$ cat src/rtl/ihc_defines.svh
// Offsets, field positions, reset values and bus codes of the interrupt status
// and hardware configuration register bank. Included by the register bank and the testbench.
`ifndef IHC_DEFINES_SVH
`define IHC_DEFINES_SVH

`define IHC_AW 12
`define IHC_OFF_INT_STS 12'h00c
`define IHC_OFF_HARDWARE_CONFIGURATION 12'h010
`define IHC_OFF_IRQ_MASK 12'h014
`define IHC_OFF_EVT_STS 12'h018
`define IHC_OFF_ATTACH_CFG 12'h01c

`define IHC_INT_MAC_ERR 15
`define IHC_INT_USB_TX_FRAME_PENDING 12
`define IHC_INT_GPIO_LO 0
`define IHC_HW_LED_LO 20
`define IHC_HW_DET_STS 15
`define IHC_HW_DET_EN 14
`define IHC_HW_EEM 13
`define IHC_HW_PROTECT 12

`define IHC_EVT_MAC_ERR 0
`define IHC_EVT_GPIO 1
`define IHC_EVT_REATTACH 2
`define IHC_EVT_W 3

`define IHC_RST_LED 4'h0
`define IHC_RST_WORD 32'h0000_0000
`define IHC_RESP_OKAY 2'h0
`define IHC_RESP_SLVERR 2'h2

`endif

$ cat src/rtl/ihc_pkg.sv
// Types shared by the interrupt status and hardware configuration bank.
// Assumes the defines header sits beside it on the include path.
package ihc_pkg;
    typedef enum logic {IHC_ATTACHED, IHC_DETACHED} ihc_link_t;
    typedef logic [31:0] ihc_word_t;
endpackage

$ cat src/rtl/ihc_regs.sv
// Interrupt status and hardware configuration register bank behind AXI4-Lite.
// Assumes all inputs are synchronous to aclk and aresetn is the power-on reset.
//
// Decided for this implementation: the AXI4-Lite slave port.
`timescale 1ns/1ns
`default_nettype none
`include "ihc_defines.svh"

module ihc_regs
    import ihc_pkg::*;
(
    input wire logic aclk,
    input wire logic aresetn,
    input wire logic soft_reset,
    input wire logic [`IHC_AW-1:0] s_axi_awaddr,
    input wire logic [2:0] s_axi_awprot,
    input wire logic s_axi_awvalid,
    output logic s_axi_awready,
    input wire logic [31:0] s_axi_wdata,
    input wire logic [3:0] s_axi_wstrb,
    input wire logic s_axi_wvalid,
    output logic s_axi_wready,
    output logic [1:0] s_axi_bresp,
    output logic s_axi_bvalid,
    input wire logic s_axi_bready,
    input wire logic [`IHC_AW-1:0] s_axi_araddr,
    input wire logic [2:0] s_axi_arprot,
    input wire logic s_axi_arvalid,
    output logic s_axi_arready,
    output logic [31:0] s_axi_rdata,
    output logic [1:0] s_axi_rresp,
    output logic s_axi_rvalid,
    input wire logic s_axi_rready,
    input wire logic [31:0] mac_error_status_register,
    input wire logic usb_tx_frame_pending,
    input wire logic [7:0] gpio_in,
    input wire logic phy_link_up,
    input wire logic eeprom_present,
    input wire logic otp_configured,
    output logic [7:0] pin_wake_event,
    output logic [3:0] led_enable,
    output logic usb_detached,
    output logic desc_ram_select,
    output logic irq
);

    logic aw_held_r;
    logic aw_held_nxt;
    logic [`IHC_AW-1:0] awaddr_r;
    logic w_held_r;
    logic w_held_nxt;
    logic [31:0] wdata_r;
    logic [3:0] wstrb_r;
    logic bvalid_nxt;
    logic rvalid_nxt;
    logic do_wr;
    logic ar_take;
    logic [31:0] wmask;
    logic [31:0] wbits;
    logic wr_int;
    logic wr_hw;
    logic wr_mask;
    logic wr_acfg;
    logic rd_evt;
    logic mac_err_r;
    logic err_any;
    logic [7:0] gpio_int_r;
    logic [7:0] gpio_prev_r;
    logic [7:0] gpio_clr;
    logic [7:0] gpio_rise;
    logic [3:0] led_r;
    logic eem_r;
    logic protect_r;
    logic det_sts_r;
    logic det_en_r;
    logic [7:0] attach_cfg_r;
    ihc_link_t link_r;
    logic reattach;
    logic [`IHC_EVT_W-1:0] evt_r;
    logic [`IHC_EVT_W-1:0] evt_set;
    logic [`IHC_EVT_W-1:0] mask_r;
    logic mac_err_prev_r;

    function automatic logic [31:0] strb_mask(input logic [3:0] strb);
        strb_mask = {{8{strb[3]}}, {8{strb[2]}}, {8{strb[1]}}, {8{strb[0]}}};
    endfunction

    function automatic logic is_mapped(input logic [`IHC_AW-1:0] a);
        is_mapped = (a == `IHC_OFF_INT_STS) || (a == `IHC_OFF_HARDWARE_CONFIGURATION) ||
            (a == `IHC_OFF_IRQ_MASK) || (a == `IHC_OFF_EVT_STS) ||
            (a == `IHC_OFF_ATTACH_CFG);
    endfunction

    // Write channel: address and data are taken in either order.
    assign do_wr = aw_held_r && w_held_r && !s_axi_bvalid;
    assign bvalid_nxt = do_wr || (s_axi_bvalid && !s_axi_bready);
    assign aw_held_nxt = do_wr ? 1'b0 : (aw_held_r || (s_axi_awvalid && s_axi_awready));
    assign w_held_nxt = do_wr ? 1'b0 : (w_held_r || (s_axi_wvalid && s_axi_wready));
    assign ar_take = s_axi_arvalid && s_axi_arready;
    assign rvalid_nxt = ar_take || (s_axi_rvalid && !s_axi_rready);

    assign wmask = strb_mask(wstrb_r);
    assign wbits = wdata_r & wmask;
    assign wr_int = do_wr && (awaddr_r == `IHC_OFF_INT_STS);
    assign wr_hw = do_wr && (awaddr_r == `IHC_OFF_HARDWARE_CONFIGURATION);
    assign wr_mask = do_wr && (awaddr_r == `IHC_OFF_IRQ_MASK);
    assign wr_acfg = do_wr && (awaddr_r == `IHC_OFF_ATTACH_CFG);
    assign rd_evt = ar_take && (s_axi_araddr == `IHC_OFF_EVT_STS);

    always_ff @(posedge aclk)
    begin
        if (!aresetn)
        begin
            aw_held_r <= 1'b0;
            w_held_r <= 1'b0;
            awaddr_r <= '0;
            wdata_r <= `IHC_RST_WORD;
            wstrb_r <= 4'h0;
            s_axi_awready <= 1'b0;
            s_axi_wready <= 1'b0;
            s_axi_bvalid <= 1'b0;
            s_axi_bresp <= `IHC_RESP_OKAY;
        end
        else
        begin
            aw_held_r <= aw_held_nxt;
            w_held_r <= w_held_nxt;
            if (s_axi_awvalid && s_axi_awready)
            begin
                awaddr_r <= {s_axi_awaddr[`IHC_AW-1:2], 2'b00};
            end
            if (s_axi_wvalid && s_axi_wready)
            begin
                wdata_r <= s_axi_wdata;
                wstrb_r <= s_axi_wstrb;
            end
            s_axi_awready <= !aw_held_nxt && !bvalid_nxt;
            s_axi_wready <= !w_held_nxt && !bvalid_nxt;
            s_axi_bvalid <= bvalid_nxt;
            if (do_wr)
            begin
                s_axi_bresp <= is_mapped(awaddr_r) ? `IHC_RESP_OKAY : `IHC_RESP_SLVERR;
            end
        end
    end

    // Read channel: data are registered one cycle after the address is taken.
    always_ff @(posedge aclk)
    begin
        if (!aresetn)
        begin
            s_axi_arready <= 1'b0;
            s_axi_rvalid <= 1'b0;
            s_axi_rdata <= `IHC_RST_WORD;
            s_axi_rresp <= `IHC_RESP_OKAY;
        end
        else
        begin
            s_axi_arready <= !rvalid_nxt;
            s_axi_rvalid <= rvalid_nxt;
            if (ar_take)
            begin
                s_axi_rresp <= is_mapped(s_axi_araddr) ? `IHC_RESP_OKAY : `IHC_RESP_SLVERR;
                case ({s_axi_araddr[`IHC_AW-1:2], 2'b00})
                    `IHC_OFF_INT_STS:
                        s_axi_rdata <= {16'h0000, mac_err_r, 2'b00, usb_tx_frame_pending,
                            4'h0, gpio_int_r};
                    `IHC_OFF_HARDWARE_CONFIGURATION:
                        s_axi_rdata <= {8'h00, led_r, 4'h0, det_sts_r, det_en_r, eem_r,
                            protect_r, 12'h000};
                    `IHC_OFF_IRQ_MASK:
                        s_axi_rdata <= {29'h0000_0000, mask_r};
                    `IHC_OFF_EVT_STS:
                        s_axi_rdata <= {29'h0000_0000, evt_r};
                    `IHC_OFF_ATTACH_CFG:
                        s_axi_rdata <= {24'h00_0000, attach_cfg_r};
                    default:
                        s_axi_rdata <= `IHC_RST_WORD;
                endcase
            end
        end
    end

    // MAC error summary is set by the error level and held until cleared; a clear loses to an active error.
    assign err_any = |mac_error_status_register;
    always_ff @(posedge aclk)
    begin
        if (!aresetn || soft_reset)
        begin
            mac_err_r <= 1'b0;
        end
        else
        begin
            mac_err_r <= err_any || (mac_err_r &&
                !(wr_int && wbits[`IHC_INT_MAC_ERR]));
        end
    end

    // Pin interrupts: loaded from the pins at reset, set by level, write-one clear.
    assign gpio_clr = wr_int ? wbits[`IHC_INT_GPIO_LO +: 8] : 8'h00;
    assign gpio_rise = gpio_in & ~gpio_prev_r;
    always_ff @(posedge aclk)
    begin
        if (!aresetn || soft_reset)
        begin
            gpio_int_r <= gpio_in;
            gpio_prev_r <= gpio_in;
            pin_wake_event <= 8'h00;
        end
        else
        begin
            gpio_int_r <= gpio_in | (gpio_int_r & ~gpio_clr);
            gpio_prev_r <= gpio_in;
            pin_wake_event <= gpio_rise | (pin_wake_event & ~gpio_clr);
        end
    end

    // Protected fields keep their value on a soft reset while protection is set.
    always_ff @(posedge aclk)
    begin
        if (!aresetn)
        begin
            led_r <= `IHC_RST_LED;
            eem_r <= 1'b0;
        end
        else if (soft_reset)
        begin
            if (!protect_r)
            begin
                led_r <= `IHC_RST_LED;
                eem_r <= 1'b0;
            end
        end
        else if (wr_hw)
        begin
            if (wstrb_r[2])
            begin
                led_r <= wdata_r[`IHC_HW_LED_LO +: 4];
            end
            if (wstrb_r[1])
            begin
                eem_r <= wdata_r[`IHC_HW_EEM];
            end
        end
    end

    always_ff @(posedge aclk)
    begin
        if (!aresetn || soft_reset)
        begin
            protect_r <= 1'b0;
        end
        else if (wr_hw && wstrb_r[1])
        begin
            protect_r <= wdata_r[`IHC_HW_PROTECT];
        end
    end

    always_ff @(posedge aclk)
    begin
        if (!aresetn)
        begin
            attach_cfg_r <= 8'h00;
            mask_r <= '0;
        end
        else
        begin
            if (wr_acfg && wstrb_r[0])
            begin
                attach_cfg_r <= wdata_r[7:0];
            end
            if (wr_mask && wstrb_r[0])
            begin
                mask_r <= wdata_r[`IHC_EVT_W-1:0];
            end
        end
    end

    // Detach and reattach sequence.
    assign reattach = (link_r == IHC_DETACHED) && (phy_link_up || |(gpio_in & attach_cfg_r));
    always_ff @(posedge aclk)
    begin
        if (!aresetn || soft_reset)
        begin
            link_r <= IHC_ATTACHED;
            det_en_r <= 1'b0;
            det_sts_r <= 1'b0;
        end
        else
        begin
            det_en_r <= wr_hw && wbits[`IHC_HW_DET_EN];
            case (link_r)
                IHC_ATTACHED:
                    if (det_en_r)
                    begin
                        link_r <= IHC_DETACHED;
                    end
                IHC_DETACHED:
                    if (reattach)
                    begin
                        link_r <= IHC_ATTACHED;
                    end
                default:
                    link_r <= IHC_ATTACHED;
            endcase
            det_sts_r <= reattach ||
                (det_sts_r && !(wr_hw && wbits[`IHC_HW_DET_STS]));
        end
    end

    // Outputs that steer the rest of the device.
    always_ff @(posedge aclk)
    begin
        if (!aresetn)
        begin
            led_enable <= 4'h0;
            usb_detached <= 1'b0;
            desc_ram_select <= 1'b0;
        end
        else
        begin
            led_enable <= led_r;
            usb_detached <= (link_r == IHC_DETACHED);
            desc_ram_select <= eem_r && !eeprom_present && !otp_configured;
        end
    end

    // Sticky events, cleared by reading the event register; a new event wins.
    assign evt_set = {reattach, |gpio_rise, err_any && !mac_err_prev_r};
    always_ff @(posedge aclk)
    begin
        if (!aresetn)
        begin
            evt_r <= '0;
            mac_err_prev_r <= 1'b0;
            irq <= 1'b0;
        end
        else
        begin
            mac_err_prev_r <= err_any;
            evt_r <= evt_set | (rd_evt ? '0 : evt_r);
            irq <= |(evt_r & mask_r);
        end
    end
endmodule
`default_nettype wire

$ cat config.mk
export PLATFORM = sky130hd
export DESIGN_NAME = ihc_regs
export DESIGN_NICKNAME = d
export VERILOG_FILES = /design/src/rtl/ihc_pkg.sv /design/src/rtl/ihc_regs.sv
export VERILOG_INCLUDE_DIRS = /design/src /design/src/rtl
export SDC_FILE = /design/constraint.sdc
export NUM_CORES = 1
export LEC_CHECK = 0
export ABC_CLOCK_PERIOD_IN_PS = 3100
export BUFFER_PORTS_ARGS = -buffer_cell sky130_fd_sc_hd__buf_4
export CORE_UTILIZATION = 28
export DETAILED_ROUTE_END_ITERATION = 8
export HOLD_SLACK_MARGIN = 0.02
export SYNTH_ARGS = -nofsm -noshare
export SYNTH_HDL_FRONTEND = slang
export SYNTH_SLANG_ARGS = --single-unit
$ cat constraint.sdc
create_clock -name aclk -period 3.1 [get_ports aclk]
set_input_delay 0.775 -clock aclk [delete_from_list [all_inputs] [get_ports aclk]]
set_output_delay 0.775 -clock aclk [all_outputs]
set_load 0.005 [all_outputs]
==> results.toml <==
[timing]
hold_viol_final = 0
hold-worst-slack_ps = 430.0
max_freq_mhz = 490.7
relSlewSlack_pct = 49.61
fin_crit_ps = 2038
worstMarginPinSlew_ps = 755.8
rsz0062_at_grt = "no"
period_share_pct = 65.74
clock_skew_ps = 7.640
drv_slew = 0
tns_ps = 0
setup_viol = 0

[worst_setup_path]
cp_max_fo = 8
cpPeakStageDelay_ps = 630
path_cells = "nor4b_1 > nand4_2 > mux2i_1 > nor2_1"
cp-start-kind = "flip-flop"
critPathRequiredTime_ps = 3330
cpLargestDelayFamily = "simple AND/OR/NAND/NOR gates"
crit_arrival_ps = 2270
worst-setup-path-type = "reg2reg"
worst_path_max_delay_cell = "nor4b_1"
worst-path-buf-inv = 0
cp-end-kind = "flip-flop"

[final_layout]
fill_cells = 1501
fin_nets = 716
fin_cells = 787
area.growth.synth_to_final_pct = 32.22
diodes = 0
drive_gt1_share_pct = 28.52

[synthesis]
synth-seq-cells = 110
synth-async-reset-ratio_pct = 0
synth_top_area_share_pct = 51.80
synth_most_common_cell = "dfxtp_1"
synth_top_cells_by_count = "dfxtp_1 (110), nand2_1 (103), a21oi_1 (45), nor2_1 (31), buf_4 (18)"
ys_types = 49
synth-edff-count = 0
synth_top_cell_by_area = "dfxtp_1"
ys_seq_area_share_pct = 51.80
syn_inst = 473
ys_top_cells_by_area = "dfxtp_1 (52%), nand2_1 (9.1%), a21oi_1 (5.3%), mux2i_1 (4.0%), a31o_2 (3.5%)"
synth.avg_cell_area_sq_um = 8.989
ys.flop_type = "dfxtp_1"
yosys_warnings = 0
synth_area_sq_mm = 0.004252

[power_and_ir_drop]
p_total_mw = 2.855
leakagePower_nw = 2.431
ir_drop_mv = 0.3263
p_per_area_mw_per_mm2 = 507.8

[drt]
routed_wl_mm = 11.47
wl_per_cell_microns = 14.57
remaining_drc_errors = 22
vias = 3690
routed-wl-met2_mm = 5.475
m1WireLength_mm = 5.193
drtPass1Iterations = 7
detailroute.wirelength.met3_microns = 638
dr.max_layer_used = "met4"
drt-vias-per-instance = 4.689
ant_nets = 0
drt_iter0_drc = 151

[clock_network]
cts_hold_buf = 0
post_cts_buffers = 0
root_buffer = "clkbuf_16"
post_cts_resized = 0
htree_levels = 3
clk_pin_slew_worst_paths_ps = 70
clockBufferDepth = 2
numCtsBuffers = 9
clock_latency_ps = 350
cts_tree = "done"
numClockSinks = 110

[floorplanning]
core_sq_mm = 0.01470
die_area_sq_mm = 0.01568
ios = 174
die_h_microns = 125.2
die_w_microns = 125.2
rows = 44
initial_core_util_pct = 28.92

[status]
status = "complete, but fails checks"
violations = "DRC"

[global_routing]
track_usage_pct = 15.01
grt.overflow.total = 0
grt_pass1_vias = 3694
grt_pass1_wl_mm = 18.57
grt_max_degree = 30
antenna_found_initial = 0

[run]
maxCapViolCount = 0

[worst_hold_path]
hold_path_class = "reg2reg"

[placement]
place_hpwl_mm = 8.836
port_buffers = 130
dp_cells = 771
place_congestion = 0.7733
-- cells in the final DEF, fill, tap and decap left out, types with 4 or more instances in the layout --
cell         n
a21oi_1     45
a22o_1       4
a22oi_1      4
a31o_2      17
and2_1       7
buf_4      133
clkbuf_16    9
conb_1      18
dfxtp_1    110
mux2i_1     17
nand2_1    103
nand2b_1    11
nand3_1      9
nand4_1      6
nor2_1      31
nor3_1       8
nor4_1       8
o21ai_0      4
o21ai_1      5
-- flip-flops by register name, summed over array words and instances, names as in the netlist, 3 cells and up --
name and cells:
led_r 4, attach_cfg_r 8, gpio_int_r 8, wstrb_r 3
evt_r 3, awaddr_r 10, wdata_r 16, s_axi_rdata 16
led_enable 4, pin_wake_event 8, gpio_prev_r 8, mask_r 3
-- final cells by class --
type / count / area (sq um) / area share, %
tap: 184 / 230.2 / 4.095
sequential: 110 / 2202 / 39.17
clock inverter: 6 / 43.79 / 0.7790
inverter: 4 / 15.01 / 0.2671
clock buffer: 10 / 239.0 / 4.251
multi-input combinational: 340 / 1893 / 33.67
timing repair buffer: 133 / 998.5 / 17.76
-- layer usage --
layer	track usage, %	vias up
li1	-	1874
met1	18.55	1705
met2	25.50	103
met3	4.108	8
met4	4.304	0
met5	0	-
-- logic make-up after synthesis --
| group | count (synthesis) | share of synthesized area (%) |
|---|---|---|
| buffers and inverters | 40 | 5.179 |
| DFF | 110 | 51.80 |
| other | 1 | 0.08820 |
| AOI/OAI and AO/OA | 96 | 14.66 |
| and+or+nand+nor | 209 | 24.28 |
| muxes | 17 | 4.002 |
-- worst reg2reg max path: stages (launching register included) --
cell,delay [ps]
dfxtp_1,420
nor4b_1,630
nand4_2,510
mux2i_1,300
nor2_1,50
-- power breakdown --
group	internal [mW]	switching, mW	leakage (nW)
clock	0.572	0.524	0.139
combinational	0.137	0.129	1.39
sequential	1.46	0.0337	0.899
-- worst paths after layout --
kind                              from                      endpoint  depth (start not counted)  slack (ps)
max           awaddr_r[4]$_SDFFE_PN0P_  attach_cfg_r[1]$_SDFFE_PN0P_                          4        1060
min          mac_err_prev_r$_SDFF_PN0_           evt_r[0]$_SDFF_PN0_                          1         430
max reg2reg   awaddr_r[4]$_SDFFE_PN0P_  attach_cfg_r[1]$_SDFFE_PN0P_                          4        1060
min reg2reg  mac_err_prev_r$_SDFF_PN0_           evt_r[0]$_SDFF_PN0_                          1         430
-- through the flow --
stage                     setup WS (ps)  area (sq um)  utilization, %
final                              1062          5622           38.24
after detailed placement          726.8          5339           36.32
after CTS                          1058          5622           38.24
after floorplan                    1042          4315               -
after global routing              889.3          5622           38.24
after global placement            760.1          5339           36.32
(Power assumes the default switching activity.)
